==> src/rtl/bridge_pkg.sv <==
// Constants shared by the lock and system-error block of the bridge.
// Assumes a 32-bit AXI4-Lite register bus and one 100 MHz clock.
package bridge_pkg;

  // ----------------------------------------------------------------
  // Register bus
  // ----------------------------------------------------------------
  localparam int          AXI_AW       = 8;       // Byte address width.
  localparam int          AXI_DW       = 32;      // Data width.
  localparam logic [7:0]  OFS_CMD      = 8'h00;   // Command: system-error enable.
  localparam logic [7:0]  OFS_STATUS   = 8'h04;   // Status: signaled system error.
  localparam logic [7:0]  OFS_BCTL     = 8'h08;   // Bridge control bits.
  localparam logic [7:0]  OFS_SSTATUS  = 8'h0c;   // Secondary status: received error.
  localparam logic [7:0]  OFS_REASON   = 8'h10;   // Cause of each system error.
  localparam logic [7:0]  OFS_DISABLE  = 8'h14;   // Per-event disable bits.
  localparam logic [7:0]  OFS_LOCKSTAT = 8'h18;   // Lock engine state.
  localparam logic [1:0]  RESP_OKAY    = 2'h0;    // Normal answer.
  localparam logic [1:0]  RESP_SLVERR  = 2'h2;    // Answer to an unmapped address.

  // ----------------------------------------------------------------
  // Field positions
  // ----------------------------------------------------------------
  localparam int BCTL_FWD  = 0;                   // Forward secondary error input.
  localparam int BCTL_MAM  = 1;                   // Master abort mode.
  localparam int BCTL_MTO  = 2;                   // Master time-out error enable.
  localparam int NEV       = 7;                   // Number of error causes.
  localparam int EV_SEC    = 0;                   // Secondary error input.
  localparam int EV_PWTA   = 1;                   // Posted write target abort.
  localparam int EV_PWMA   = 2;                   // Posted write master abort.
  localparam int EV_PWRL   = 3;                   // Posted write retry limit.
  localparam int EV_DWRL   = 4;                   // Delayed write retry limit.
  localparam int EV_DRRL   = 5;                   // Delayed read retry limit.
  localparam int EV_MTO    = 6;                   // Master time-out.
  localparam logic [NEV-1:0] DIS_MASK = 7'h3e;    // Causes that own a disable bit.
  localparam logic [NEV-1:0] RST_DIS  = 7'h00;    // Disable bits after reset.

  // ----------------------------------------------------------------
  // Transfer kinds and retry limit
  // ----------------------------------------------------------------
  localparam logic [1:0] KIND_PW = 2'h0;          // Posted write.
  localparam logic [1:0] KIND_DW = 2'h1;          // Delayed write.
  localparam logic [1:0] KIND_DR = 2'h2;          // Delayed read.
  localparam int         RETRY_LIMIT_DEF = 2**24; // Retries before discard.

  // Lock engine states.
  typedef enum logic [2:0] {
    L_IDLE, L_QUEUED, L_ADDR, L_RDLOCK, L_HELD, L_PWDRAIN, L_ABORT, L_REL
  } lock_st_t;

endpackage
==> src/rtl/bridge_lock_and_syserr.sv <==
// Lock forwarding and system-error reporting for a PCI-to-PCI bridge.
// Assumes the forwarding engine reports transfer outcomes as one-cycle
// pulses and that all bus pins are synchronous to I_MCLK.
`timescale 1ns/10ps
module bridge_lock_and_syserr #(
  parameter int RETRY_LIMIT = bridge_pkg::RETRY_LIMIT_DEF
) (
  input  wire logic                          I_MCLK,
  input  wire logic                          I_RST,
  input  wire logic [bridge_pkg::AXI_AW-1:0] I_AWADDR,
  input  wire logic                          I_AWVALID,
  output logic                               O_AWREADY,
  input  wire logic [bridge_pkg::AXI_DW-1:0] I_WDATA,
  input  wire logic [3:0]                    I_WSTRB,
  input  wire logic                          I_WVALID,
  output logic                               O_WREADY,
  output logic [1:0]                         O_BRESP,
  output logic                               O_BVALID,
  input  wire logic                          I_BREADY,
  input  wire logic [bridge_pkg::AXI_AW-1:0] I_ARADDR,
  input  wire logic                          I_ARVALID,
  output logic                               O_ARREADY,
  output logic [bridge_pkg::AXI_DW-1:0]      O_RDATA,
  output logic [1:0]                         O_RRESP,
  output logic                               O_RVALID,
  input  wire logic                          I_RREADY,
  input  wire logic                          I_SECONDARY_SYSERR_IN_N,
  output logic                               O_PRIMARY_SYSERR_OUT_N,
  output logic                               O_PRIMARY_SYSERR_OE_N,
  input  wire logic                          I_PW_TABORT,
  input  wire logic                          I_PW_MABORT,
  input  wire logic                          I_MASTER_TIMEOUT,
  input  wire logic                          I_TGT_RETRY,
  input  wire logic                          I_XFER_DONE,
  input  wire logic [1:0]                    I_XFER_KIND,
  output logic                               O_DISCARD,
  input  wire logic                          I_P_LOCK_N,
  input  wire logic                          I_P_FRAME_N,
  input  wire logic                          I_S_LOCK_N,
  input  wire logic                          I_S_FRAME_N,
  input  wire logic                          I_S_IRDY_N,
  input  wire logic                          I_LOCKED_RD_REQ,
  input  wire logic                          I_LRD_AT_HEAD,
  input  wire logic                          I_LRD_DONE,
  input  wire logic                          I_LRD_ABORT,
  input  wire logic                          I_LOCK_PW_PENDING,
  input  wire logic                          I_LOCK_PW_END,
  output logic                               O_RETRY_CROSSING,
  output logic                               O_LRD_BUS_REQ,
  output logic                               O_LOCK_TABORT,
  output logic                               O_NO_PREFETCH,
  output logic                               O_S_LOCK_OUT_N,
  output logic                               O_S_LOCK_OE_N
);
  import bridge_pkg::*;

  // ----------------------------------------------------------------
  // Control and status state
  // ----------------------------------------------------------------
  logic           serr_en_r;     // Command: system-error enable.
  logic           sig_serr_r;    // Status: signaled system error.
  logic [2:0]     bctl_r;        // Bridge control bits.
  logic           rcv_serr_r;    // Secondary status: received error.
  logic [NEV-1:0] reason_r;      // Sticky cause of each system error.
  logic [NEV-1:0] dis_r;         // Per-event disable bits.
  logic [NEV-1:0] ev;            // Raw error causes this cycle.
  logic [NEV-1:0] fire;          // Causes that really raise the output.
  logic           serr_fire;     // Any cause fires this cycle.
  logic           discard;       // Retry limit reached on this retry.
  lock_st_t       st_r;          // Lock engine state.
  lock_st_t       st_nxt;        // Its next value.
  logic [24:0]    retry_cnt_r;   // Retries of the transfer at the head.
  logic           wr_go;         // A register write is taken now.
  logic [31:0]    wdata;         // Write data, masked by the low strobe.
  logic [7:0]     waddr_r;       // Captured write address.
  logic [7:0]     rd_addr;       // Read address.
  logic [31:0]    rd_val;        // Read mux output.
  logic           rd_hit;        // Read address is mapped.

  // ----------------------------------------------------------------
  // Retry limit counter
  // ----------------------------------------------------------------
  // The counter restarts whenever the head transfer finishes. The
  // discard pulse is the limit-th retry, so the width covers the limit.
  assign discard = I_TGT_RETRY && (retry_cnt_r == 25'(RETRY_LIMIT - 1));

  // Count retries of the head transfer and clear on completion.
  always_ff @(posedge I_MCLK or posedge I_RST)
  begin
    if (I_RST)
      retry_cnt_r <= 25'h0;
    else if (I_XFER_DONE || discard)
      retry_cnt_r <= 25'h0;
    else if (I_TGT_RETRY)
      retry_cnt_r <= retry_cnt_r + 25'h1;
  end

  // Tell the queues to drop the head transfer.
  always_ff @(posedge I_MCLK or posedge I_RST)
  begin
    if (I_RST)
      O_DISCARD <= 1'b0;
    else
      O_DISCARD <= discard;
  end

  // ----------------------------------------------------------------
  // System error causes and gating
  // ----------------------------------------------------------------
  // Each cause is gated by its own control; the enable in the command
  // register is a global gate over all of them.
  always_comb
  begin
    ev          = '0;
    ev[EV_SEC]  = !I_SECONDARY_SYSERR_IN_N;
    ev[EV_PWTA] = I_PW_TABORT;
    ev[EV_PWMA] = I_PW_MABORT;
    ev[EV_PWRL] = discard && (I_XFER_KIND == KIND_PW);
    ev[EV_DWRL] = discard && (I_XFER_KIND == KIND_DW);
    ev[EV_DRRL] = discard && (I_XFER_KIND == KIND_DR);
    ev[EV_MTO]  = I_MASTER_TIMEOUT;
    // Disable bits only exist for the causes in the mask.
    fire = ev & ~(dis_r & DIS_MASK);
    fire[EV_SEC] = ev[EV_SEC] && bctl_r[BCTL_FWD];
    fire[EV_PWMA] = fire[EV_PWMA] && bctl_r[BCTL_MAM];
    fire[EV_MTO] = ev[EV_MTO] && bctl_r[BCTL_MTO];
    fire = fire & {NEV{serr_en_r}};
  end

  assign serr_fire = |fire;

  // Drive the open-drain output low for one clock per cycle in which any cause fires.
  always_ff @(posedge I_MCLK or posedge I_RST)
  begin
    if (I_RST)
    begin
      O_PRIMARY_SYSERR_OUT_N <= 1'b1;
      O_PRIMARY_SYSERR_OE_N  <= 1'b1;
    end
    else
    begin
      O_PRIMARY_SYSERR_OUT_N <= !serr_fire;
      O_PRIMARY_SYSERR_OE_N  <= !serr_fire;
    end
  end

  // ----------------------------------------------------------------
  // Register bus write side
  // ----------------------------------------------------------------
  // Address and data are taken in the same cycle once both are
  // offered; the response follows one cycle later.
  assign wr_go = I_AWVALID && I_WVALID && !O_AWREADY && !O_BVALID;
  assign wdata = I_WSTRB[0] ? I_WDATA : 32'h0;

  // Handshake flops for the write channels.
  always_ff @(posedge I_MCLK or posedge I_RST)
  begin
    if (I_RST)
    begin
      O_AWREADY <= 1'b0;
      O_WREADY  <= 1'b0;
      O_BVALID  <= 1'b0;
      O_BRESP   <= RESP_OKAY;
      waddr_r   <= 8'h0;
    end
    else
    begin
      O_AWREADY <= wr_go;
      O_WREADY  <= wr_go;
      if (wr_go)
        waddr_r <= I_AWADDR;
      if (O_AWREADY)
      begin
        O_BVALID <= 1'b1;
        O_BRESP  <= (waddr_r <= OFS_LOCKSTAT && waddr_r[1:0] == 2'h0)
                    ? RESP_OKAY : RESP_SLVERR;
      end
      else if (I_BREADY)
        O_BVALID <= 1'b0;
    end
  end

  // Plain read-write control bits; writes land in the ready cycle.
  always_ff @(posedge I_MCLK or posedge I_RST)
  begin
    if (I_RST)
    begin
      serr_en_r <= 1'b0;
      bctl_r    <= 3'h0;
      dis_r     <= RST_DIS;
    end
    else if (O_AWREADY && I_WSTRB[0])
    begin
      if (I_AWADDR == OFS_CMD)
        serr_en_r <= I_WDATA[0];
      if (I_AWADDR == OFS_BCTL)
        bctl_r <= I_WDATA[2:0];
      if (I_AWADDR == OFS_DISABLE)
        dis_r <= I_WDATA[NEV-1:0] & DIS_MASK;
    end
  end

  // ----------------------------------------------------------------
  // Sticky status bits, write one to clear, set wins
  // ----------------------------------------------------------------
  // Signaled and received error bits.
  always_ff @(posedge I_MCLK or posedge I_RST)
  begin
    if (I_RST)
    begin
      sig_serr_r <= 1'b0;
      rcv_serr_r <= 1'b0;
    end
    else
    begin
      if (serr_fire)
        sig_serr_r <= 1'b1;
      else if (O_AWREADY && I_AWADDR == OFS_STATUS && wdata[0])
        sig_serr_r <= 1'b0;
      if (ev[EV_SEC])
        rcv_serr_r <= 1'b1;
      else if (O_AWREADY && I_AWADDR == OFS_SSTATUS && wdata[0])
        rcv_serr_r <= 1'b0;
    end
  end

  // One reason bit per cause; only causes that fired are recorded.
  for (genvar g = 0; g < NEV; g++)
  begin : g_reason
    always_ff @(posedge I_MCLK or posedge I_RST)
    begin
      if (I_RST)
        reason_r[g] <= 1'b0;
      else if (fire[g])
        reason_r[g] <= 1'b1;
      else if (O_AWREADY && I_AWADDR == OFS_REASON && wdata[g])
        reason_r[g] <= 1'b0;
    end
  end

  // ----------------------------------------------------------------
  // Register bus read side
  // ----------------------------------------------------------------
  assign rd_addr = I_ARADDR;

  // Read mux; reserved bits read as zero.
  always_comb
  begin
    rd_val = 32'h0;
    rd_hit = 1'b1;
    case (rd_addr)
      OFS_CMD:      rd_val[0] = serr_en_r;
      OFS_STATUS:   rd_val[0] = sig_serr_r;
      OFS_BCTL:     rd_val[2:0] = bctl_r;
      OFS_SSTATUS:  rd_val[0] = rcv_serr_r;
      OFS_REASON:   rd_val[NEV-1:0] = reason_r;
      OFS_DISABLE:  rd_val[NEV-1:0] = dis_r;
      OFS_LOCKSTAT: rd_val[2:0] = st_r;
      default:      rd_hit = 1'b0;
    endcase
  end

  // Read handshake: data follows the address by one clock.
  always_ff @(posedge I_MCLK or posedge I_RST)
  begin
    if (I_RST)
    begin
      O_ARREADY <= 1'b0;
      O_RVALID  <= 1'b0;
      O_RDATA   <= 32'h0;
      O_RRESP   <= RESP_OKAY;
    end
    else
    begin
      O_ARREADY <= I_ARVALID && !O_ARREADY && !O_RVALID;
      if (I_ARVALID && !O_ARREADY && !O_RVALID)
      begin
        O_RVALID <= 1'b1;
        O_RDATA  <= rd_val;
        O_RRESP  <= rd_hit ? RESP_OKAY : RESP_SLVERR;
      end
      else if (I_RREADY)
        O_RVALID <= 1'b0;
    end
  end

  // ----------------------------------------------------------------
  // Lock engine
  // ----------------------------------------------------------------
  // Only a locked read from the primary side starts a sequence; the
  // secondary lock pin is never looked at for upstream requests, so
  // upstream traffic is always forwarded unlocked.
  always_comb
  begin
    st_nxt = st_r;
    case (st_r)
      L_IDLE:
        if (I_LOCKED_RD_REQ)
          st_nxt = L_QUEUED;
      L_QUEUED:
        // Wait for earlier work to drain and for a free secondary lock.
        if (I_LRD_AT_HEAD && I_S_LOCK_N && I_S_FRAME_N && I_S_IRDY_N)
          st_nxt = L_ADDR;
      L_ADDR:
        st_nxt = L_RDLOCK;
      L_RDLOCK:
        if (I_LRD_ABORT)
          st_nxt = L_ABORT;
        else if (I_TGT_RETRY)
          st_nxt = L_QUEUED;
        else if (I_LRD_DONE)
          st_nxt = L_HELD;
      L_HELD:
        // Later retries leave the lock alone.
        if (I_MASTER_TIMEOUT)
          st_nxt = L_REL;
        else if (I_P_LOCK_N && I_P_FRAME_N)
          st_nxt = I_LOCK_PW_PENDING ? L_PWDRAIN : L_REL;
      L_PWDRAIN:
        if (I_LOCK_PW_END)
          st_nxt = L_REL;
      L_ABORT:
        // Abort is returned until the initiator lets lock go.
        if (I_P_LOCK_N && I_P_FRAME_N)
          st_nxt = L_IDLE;
      L_REL:
        st_nxt = L_IDLE;
      default:
        st_nxt = L_IDLE;
    endcase
  end

  // State register.
  always_ff @(posedge I_MCLK or posedge I_RST)
  begin
    if (I_RST)
      st_r <= L_IDLE;
    else
      st_r <= st_nxt;
  end

  // Outputs decoded from the next state so they stand in the state.
  // The lock pin is driven high in the address phase, low while locked,
  // high for one release clock, and otherwise left undriven.
  always_ff @(posedge I_MCLK or posedge I_RST)
  begin
    if (I_RST)
    begin
      O_RETRY_CROSSING <= 1'b0;
      O_LRD_BUS_REQ    <= 1'b0;
      O_LOCK_TABORT    <= 1'b0;
      O_NO_PREFETCH    <= 1'b0;
      O_S_LOCK_OUT_N   <= 1'b1;
      O_S_LOCK_OE_N    <= 1'b1;
    end
    else
    begin
      O_RETRY_CROSSING <= st_nxt inside {L_QUEUED, L_ADDR, L_RDLOCK};
      O_LRD_BUS_REQ    <= st_nxt == L_ADDR;
      O_LOCK_TABORT    <= st_nxt == L_ABORT;
      O_NO_PREFETCH    <= st_nxt != L_IDLE;
      O_S_LOCK_OUT_N   <= !(st_nxt inside {L_RDLOCK, L_HELD, L_PWDRAIN});
      O_S_LOCK_OE_N    <= !(st_nxt inside {L_ADDR, L_RDLOCK, L_HELD, L_PWDRAIN, L_REL});
    end
  end
endmodule

==> config.mk <==
export PLATFORM = sky130hd
export DESIGN_NAME = bridge_lock_and_syserr
export DESIGN_NICKNAME = d
export VERILOG_FILES = /design/src/rtl/bridge_pkg.sv /design/src/rtl/bridge_lock_and_syserr.sv
export SDC_FILE = /design/constraint.sdc
export NUM_CORES = 1
export LEC_CHECK = 0
export BUFFER_PORTS_ARGS = -buffer_cell sky130_fd_sc_hd__buf_4
export CELL_PAD_IN_SITES_DETAIL_PLACEMENT = 0
export CELL_PAD_IN_SITES_GLOBAL_PLACEMENT = 1
export CORE_MARGIN = 2
export CORE_UTILIZATION = 38
export DETAILED_ROUTE_END_ITERATION = 7
export PLACE_DENSITY_LB_ADDON = 0.1
export SYNTH_ARGS = -nofsm -noshare
export SYNTH_HDL_FRONTEND = slang
export SYNTH_SLANG_ARGS = --single-unit
export TNS_END_PERCENT = 10
==> constraint.sdc <==
create_clock -name I_MCLK -period 3.4 [get_ports I_MCLK]
set_clock_uncertainty 0.15 [all_clocks]
set_input_delay 0.51 -clock I_MCLK [delete_from_list [all_inputs] [get_ports I_MCLK]]
set_output_delay 0.51 -clock I_MCLK [all_outputs]
set_load 0.01 [all_outputs]
After elaboration in Yosys (flattened, before gate mapping)

Cells that the tools add are included.

Bits in registers: 77
Input bits: 78
Output and inout bits: 50
Word-level logic and storage cells: 170

Add/subtract/negate cells: 1
$lt $le $gt $ge: 1
Equal/unequal tests: 29
Mux-type cells: 42
Bitwise gates (word level): 3
Reductions and logical operators: 64

Operators by type and width:

| kind                                                 | count |
|---|---|
| 2-to-1 mux 25 bit                                    | 2 |
| == test 8 x 5 -> 1 bit (second input constant)       | 5 |
| == test 8 x 4 -> 1 bit (second input constant)       | 4 |
| logical AND 1 bit                                    | 30 |
| 2-to-1 mux 3 bit                                     | 9 |
| adder 25 x 1 -> 25 bit (second input constant)       | 1 |
| == test 25 x 24 -> 1 bit (second input constant)     | 1 |
| == test 3 bit (second input constant)                | 8 |
| case mux 3 bit (8 select lines)                      | 1 |
| 2-to-1 mux 1 bit                                     | 23 |
| nonzero test 2 bit                                   | 11 |
| == test 8 x 3 -> 1 bit (second input constant)       | 2 |
| logical NOT 8 bit                                    | 2 |
| OR reduction 7 bit                                   | 2 |
| == test 3 x 2 -> 1 bit (second input constant)       | 4 |
| nonzero test 3 bit                                   | 3 |
| <= comparator 8 x 5 -> 1 bit (second input constant) | 1 |
| logical NOT 1 bit                                    | 8 |
| case mux 2 bit (4 select lines)                      | 1 |
| case mux 4 bit (2 select lines)                      | 1 |
| AND 7 bit                                            | 1 |
| 2-to-1 mux 7 bit                                     | 1 |
| AND 6 bit                                            | 1 |
| == test 3 x 1 -> 1 bit (second input constant)       | 2 |
| other kinds (11)                                     | 16 |

Longest topological paths before layout

Depth after elaboration: 8
Mapped depth: 7
Depth with buffers taken out: 6

Worst setup path before layout

No wires, ideal clock.

Path kind: input port to flip-flop
Start point: in I_AWADDR[0] (netlist name)
End point: reg dis_r[1]
Library setup time: 125 ps
Arrival: 2001 ps
Data required time: 3125 ps
Slack: 1124 ps
Stages on the path: 4
Buffers on the path: 0
Cell sequence: or4_4 -> or3_4 -> nor3_4 -> mux2_2

Word-level cells in the longest chain between the ends: 2

RTL lines:

| element                       | RTL line                      | RTL |
|---|---|---|
| start: declaration            | bridge_lock_and_syserr.sv:10  | `input wire logic [bridge_pkg::AXI_AW-1:0] I_AWADDR,` |
| == test 8 x 5 -> 1 bit        | bridge_lock_and_syserr.sv:198 | `if (I_AWADDR == OFS_DISABLE)` |
| AND reduction 2 bit (no line) | n/a                           |  |
| end signal: assignment        | bridge_lock_and_syserr.sv:199 | `dis_r <= I_WDATA[NEV-1:0] & DIS_MASK;` |
| end: declaration              | bridge_lock_and_syserr.sv:65  | `logic [NEV-1:0] dis_r;` |

No other way between the ends.
A chain may end at the register's enable or synchronous reset.

Worst setup path in the final report

Start point: in I_AWADDR[0] (netlist name)
End point: reg dis_r[4]

Same word-level chain as after synthesis.

==> impl_metrics.env <==
export IMPL_layoutNonFillerInstCount=585
export IMPL_core_area_mm2=0.009684
export IMPL_synth_warnings=0
export IMPL_synth_top_flop_cell="sky130_fd_sc_hd__dfrtp_1"
export IMPL_worst_ep_required_time_ns=3.48
export IMPL_final_max_slew_viol_count=0
export IMPL_dieHeight_um=103.3
export IMPL_io_buffer_count=72
export IMPL_fmax_ghz=0.4621
export IMPL_grt_setup_unrepaired="false"
export IMPL_flow_area_growth_from_synthesis_pct=22.16
export IMPL_wl_met1_um=3738
export IMPL_drt_wl_total_um=8028
export IMPL_initial_antenna_violation_count=0
export IMPL_path_max_fanout=5
export IMPL_final_net_count=527
export IMPL_drt_drc_violations_left=0
export IMPL_power_density_cell_area_mw_per_mm2=489.6
export IMPL_most_common_cell_in_the_synthesized_netlist="sky130_fd_sc_hd__dfrtp_1"
export IMPL_final_setup_tns_ns=0
export IMPL_period_minus_slack_ns=2.164
export IMPL_timing_final_setup_violations=0
export IMPL_max_vdd_ir_drop_v=0.0002125
export IMPL_synth_top_area_cell="sky130_fd_sc_hd__dfrtp_1"
export IMPL_hold_buffers=0
export IMPL_critPathKind="primary input to flop"
export IMPL_max_slew_worst_pin_slew_ns=0.5311
export IMPL_max_stage_delay_ns=0.55
export IMPL_final_period_utilization=0.6365
export IMPL_layout_cell_area_non_filler_mm2=0.004579
export IMPL_via_count_of_the_first_global_routing_pass=2587
export IMPL_wl_per_cell_um=13.72
export IMPL_timing_slew_headroom=0.6432
export IMPL_worst_setup_path_end_kind="flop"
export IMPL_placedInstanceArea_mm2=0.004364
export IMPL_routed_via_count=2815
export IMPL_grt_total_usage=0.1576
export IMPL_synth_top_cells_by_count="sky130_fd_sc_hd__dfrtp_1, sky130_fd_sc_hd__nor2_1, sky130_fd_sc_hd__nand2_1, sky130_fd_sc_hd__buf_4, sky130_fd_sc_hd__mux2_2"
export IMPL_met2_routed_wl_um=3677
export IMPL_post_layout_total_power_mw=2.242
export IMPL_synth_edff_count=0
export IMPL_wl_met3_um=453
export IMPL_total_clock_sinks=75
export IMPL_share_of_flip_flops_with_an_asynchronous_set_or_reset=1.000
export IMPL_crit_slowest_cell="sky130_fd_sc_hd__or4_4"
export IMPL_critPathBufInv=1
export IMPL_gpl_final_weighted_congestion=0.7469
export IMPL_timing_hold_violations_final=0
export IMPL_cts_clk_slew_worst_paths_ns=0.07
export IMPL_cts_root_buffer_cell="sky130_fd_sc_hd__clkbuf_8"
export IMPL_type_of_origin_of_the_critical_path="primary input"
export IMPL_synth_area_mm2=0.003749
export IMPL_fp_dieArea_mm2=0.01068
export IMPL_die_width_um=103.3
export IMPL_dp_cells=570
export IMPL_setup_bufs_post_cts=0
export IMPL_yosysSeqAreaShare=0.5017
export IMPL_dpl_hpwl_um=5951
export IMPL_synth_ff_latch_count=75
export IMPL_top_signal_layer_used="met4"
export IMPL_power_leakage_nw=2.095
export IMPL_ant_cells=0
export IMPL_netlist_area_leader_share=0.4806
export IMPL_cts_root_to_sink_buffers=2
export IMPL_outcome="complete, no violations"
export IMPL_cts_made_buffers=9
export IMPL_insertion_delay_ns=0.34
export IMPL_synth_cells=370
export IMPL_crit_arrival_ns=2.24
export IMPL_synthTopCellsByArea="sky130_fd_sc_hd__dfrtp_1, sky130_fd_sc_hd__buf_4, sky130_fd_sc_hd__mux2_2"
export IMPL_tritoncts="built"
export IMPL_io_pin_count=128
export IMPL_crit_family="simple AND/OR/NAND/NOR gates"
export IMPL_starting_density_of_the_core=0.3871
export IMPL_global_route_overflow_total=0
export IMPL_crit_chain="buf_4 -> or4_4 -> or3_4 -> nor3_4 -> mux2_2"
export IMPL_grt_max_degree=41
export IMPL_max_cap_violations=0
export IMPL_drive_gt1_frac=0.2721
export IMPL_detail_route_iter0_violations=149
export IMPL_detail_route_first_pass_iterations=4
export IMPL_grt_pass1_wl_um=12810
export IMPL_holdCritPathClass="primary input to async pin"
export IMPL_mean_post_synth_cell_area_um2=10.13
export IMPL_post_cts_resized=0
export IMPL_postRouteAntennaNets=0
export IMPL_postLayoutCoreUtil=0.4729
export IMPL_cts_htree_levels=3
export IMPL_floorplan_rows=36
export IMPL_netlist_cell_type_count=54
export IMPL_drt_vias_per_instance=4.812
-- placed cells by master, fill, tap and decap left out, types with 2 or more instances in the layout --
master,instances
sky130_fd_sc_hd__o211ai_1,2
sky130_fd_sc_hd__a211oi_1,3
sky130_fd_sc_hd__nand2b_1,7
sky130_fd_sc_hd__nand4_1,6
sky130_fd_sc_hd__mux2_2,18
sky130_fd_sc_hd__a22oi_1,2
sky130_fd_sc_hd__nor3b_1,2
sky130_fd_sc_hd__xnor2_1,16
sky130_fd_sc_hd__a22o_1,2
sky130_fd_sc_hd__a21oi_1,5
sky130_fd_sc_hd__inv_1,8
sky130_fd_sc_hd__nand3_1,8
sky130_fd_sc_hd__nor2_1,42
sky130_fd_sc_hd__nand2_1,41
sky130_fd_sc_hd__o2111ai_1,2
sky130_fd_sc_hd__dfrtp_1,72
sky130_fd_sc_hd__mux2i_1,7
sky130_fd_sc_hd__buf_4,78
sky130_fd_sc_hd__conb_1,27
sky130_fd_sc_hd__bufinv_16,2
sky130_fd_sc_hd__nand3b_1,2
sky130_fd_sc_hd__o21ai_1,2
sky130_fd_sc_hd__clkbuf_8,10
sky130_fd_sc_hd__o21ai_0,17
sky130_fd_sc_hd__clkinv_2,2
sky130_fd_sc_hd__and4_1,4
sky130_fd_sc_hd__xor2_1,6
sky130_fd_sc_hd__or3_1,3
sky130_fd_sc_hd__dfstp_2,3
sky130_fd_sc_hd__nor3_1,10
sky130_fd_sc_hd__nand4b_1,2
sky130_fd_sc_hd__nor2b_1,4
sky130_fd_sc_hd__nor4_1,4
sky130_fd_sc_hd__and3_1,6
sky130_fd_sc_hd__a31oi_1,4
-- power breakdown --
part           switching [mW]  internal, mW  total, mW  leakage [nW]
clock                   0.322         0.427      0.749         0.108
sequential             0.0699         0.990       1.06         0.972
combinational           0.219         0.214      0.433          1.01
-- path summary, 6_finish.rpt --
path | end | startpoint | depth (start not counted) | slack, ns
max reg2reg | reason_r[3]$_DFFE_PP0P_ | retry_cnt_r[8]$_DFFE_PP0P_ | 6 | 1.34
min reg2reg | O_RDATA[2]$_DFFE_PP0P_ | O_RDATA[2]$_DFFE_PP0P_ | 2 | 0.33
min | waddr_r[5]$_DFFE_PP0P_ | I_RST | 2 | 0.05
max in group asynchronous | O_S_LOCK_OUT_N$_DFF_PP1_ | I_RST | 3 | 2.39
min in group I_MCLK | rcv_serr_r$_DFFE_PP0P_ | I_SECONDARY_SYSERR_IN_N | 2 | 0.19
max | dis_r[4]$_DFFE_PP0P_ | I_AWADDR[0] | 5 | 1.24
-- through the flow --
step           hold slack (ns)  setup WS [ns]
3_3_place_gp            0.3154         0.8891
5_1_grt                0.08301          1.156
3_5_place_dp            0.3184         0.8767
4_1_cts                0.05725          1.252
2_1_floorplan           0.2954         0.8350
6_report               0.05489          1.236
-- per-layer routing --
metal / vias to the layer above / track usage
met5: - / 0
met4: 0 / 0.07287
met3: 12 / 0.02755
met2: 88 / 0.2448
met1: 1324 / 0.2157
li1: 1391 / -
-- flip-flops by register name, summed over array words and instances, names as in the netlist, 3 cells and up --
signal       count
retry_cnt_r     25
waddr_r          8
O_RDATA          7
reason_r         7
dis_r            5
bctl_r           3
st_r             3
-- final cells by class --
type / count / area, µm²
tap: 133 / 166.4
multi-input combinational: 274 / 1678
timing repair buffer: 79 / 605.6
clock inverter: 5 / 77.57
sequential: 75 / 1881
inverter: 9 / 33.78
clock buffer: 10 / 137.6
fill: 944 / 5105
-- logic make-up (layout without fill, tap and decap cells) --
family / after synthesis / count (layout) / synth area share
flip-flops: 75 / 75 / 0.5017
other: 1 / 27 / 0.001000
multiplexers: 26 / 26 / 0.07877
AO/OA/AOI/OAI: 47 / 47 / 0.08144
XOR/XNOR: 22 / 22 / 0.05140
buffers and inverters: 47 / 103 / 0.07677
adder cells (fa/ha/maj): 1 / 1 / 0.003337
AND/OR/NAND/NOR: 151 / 151 / 0.2056
Note: power is estimated with default switching activity, not from simulation.
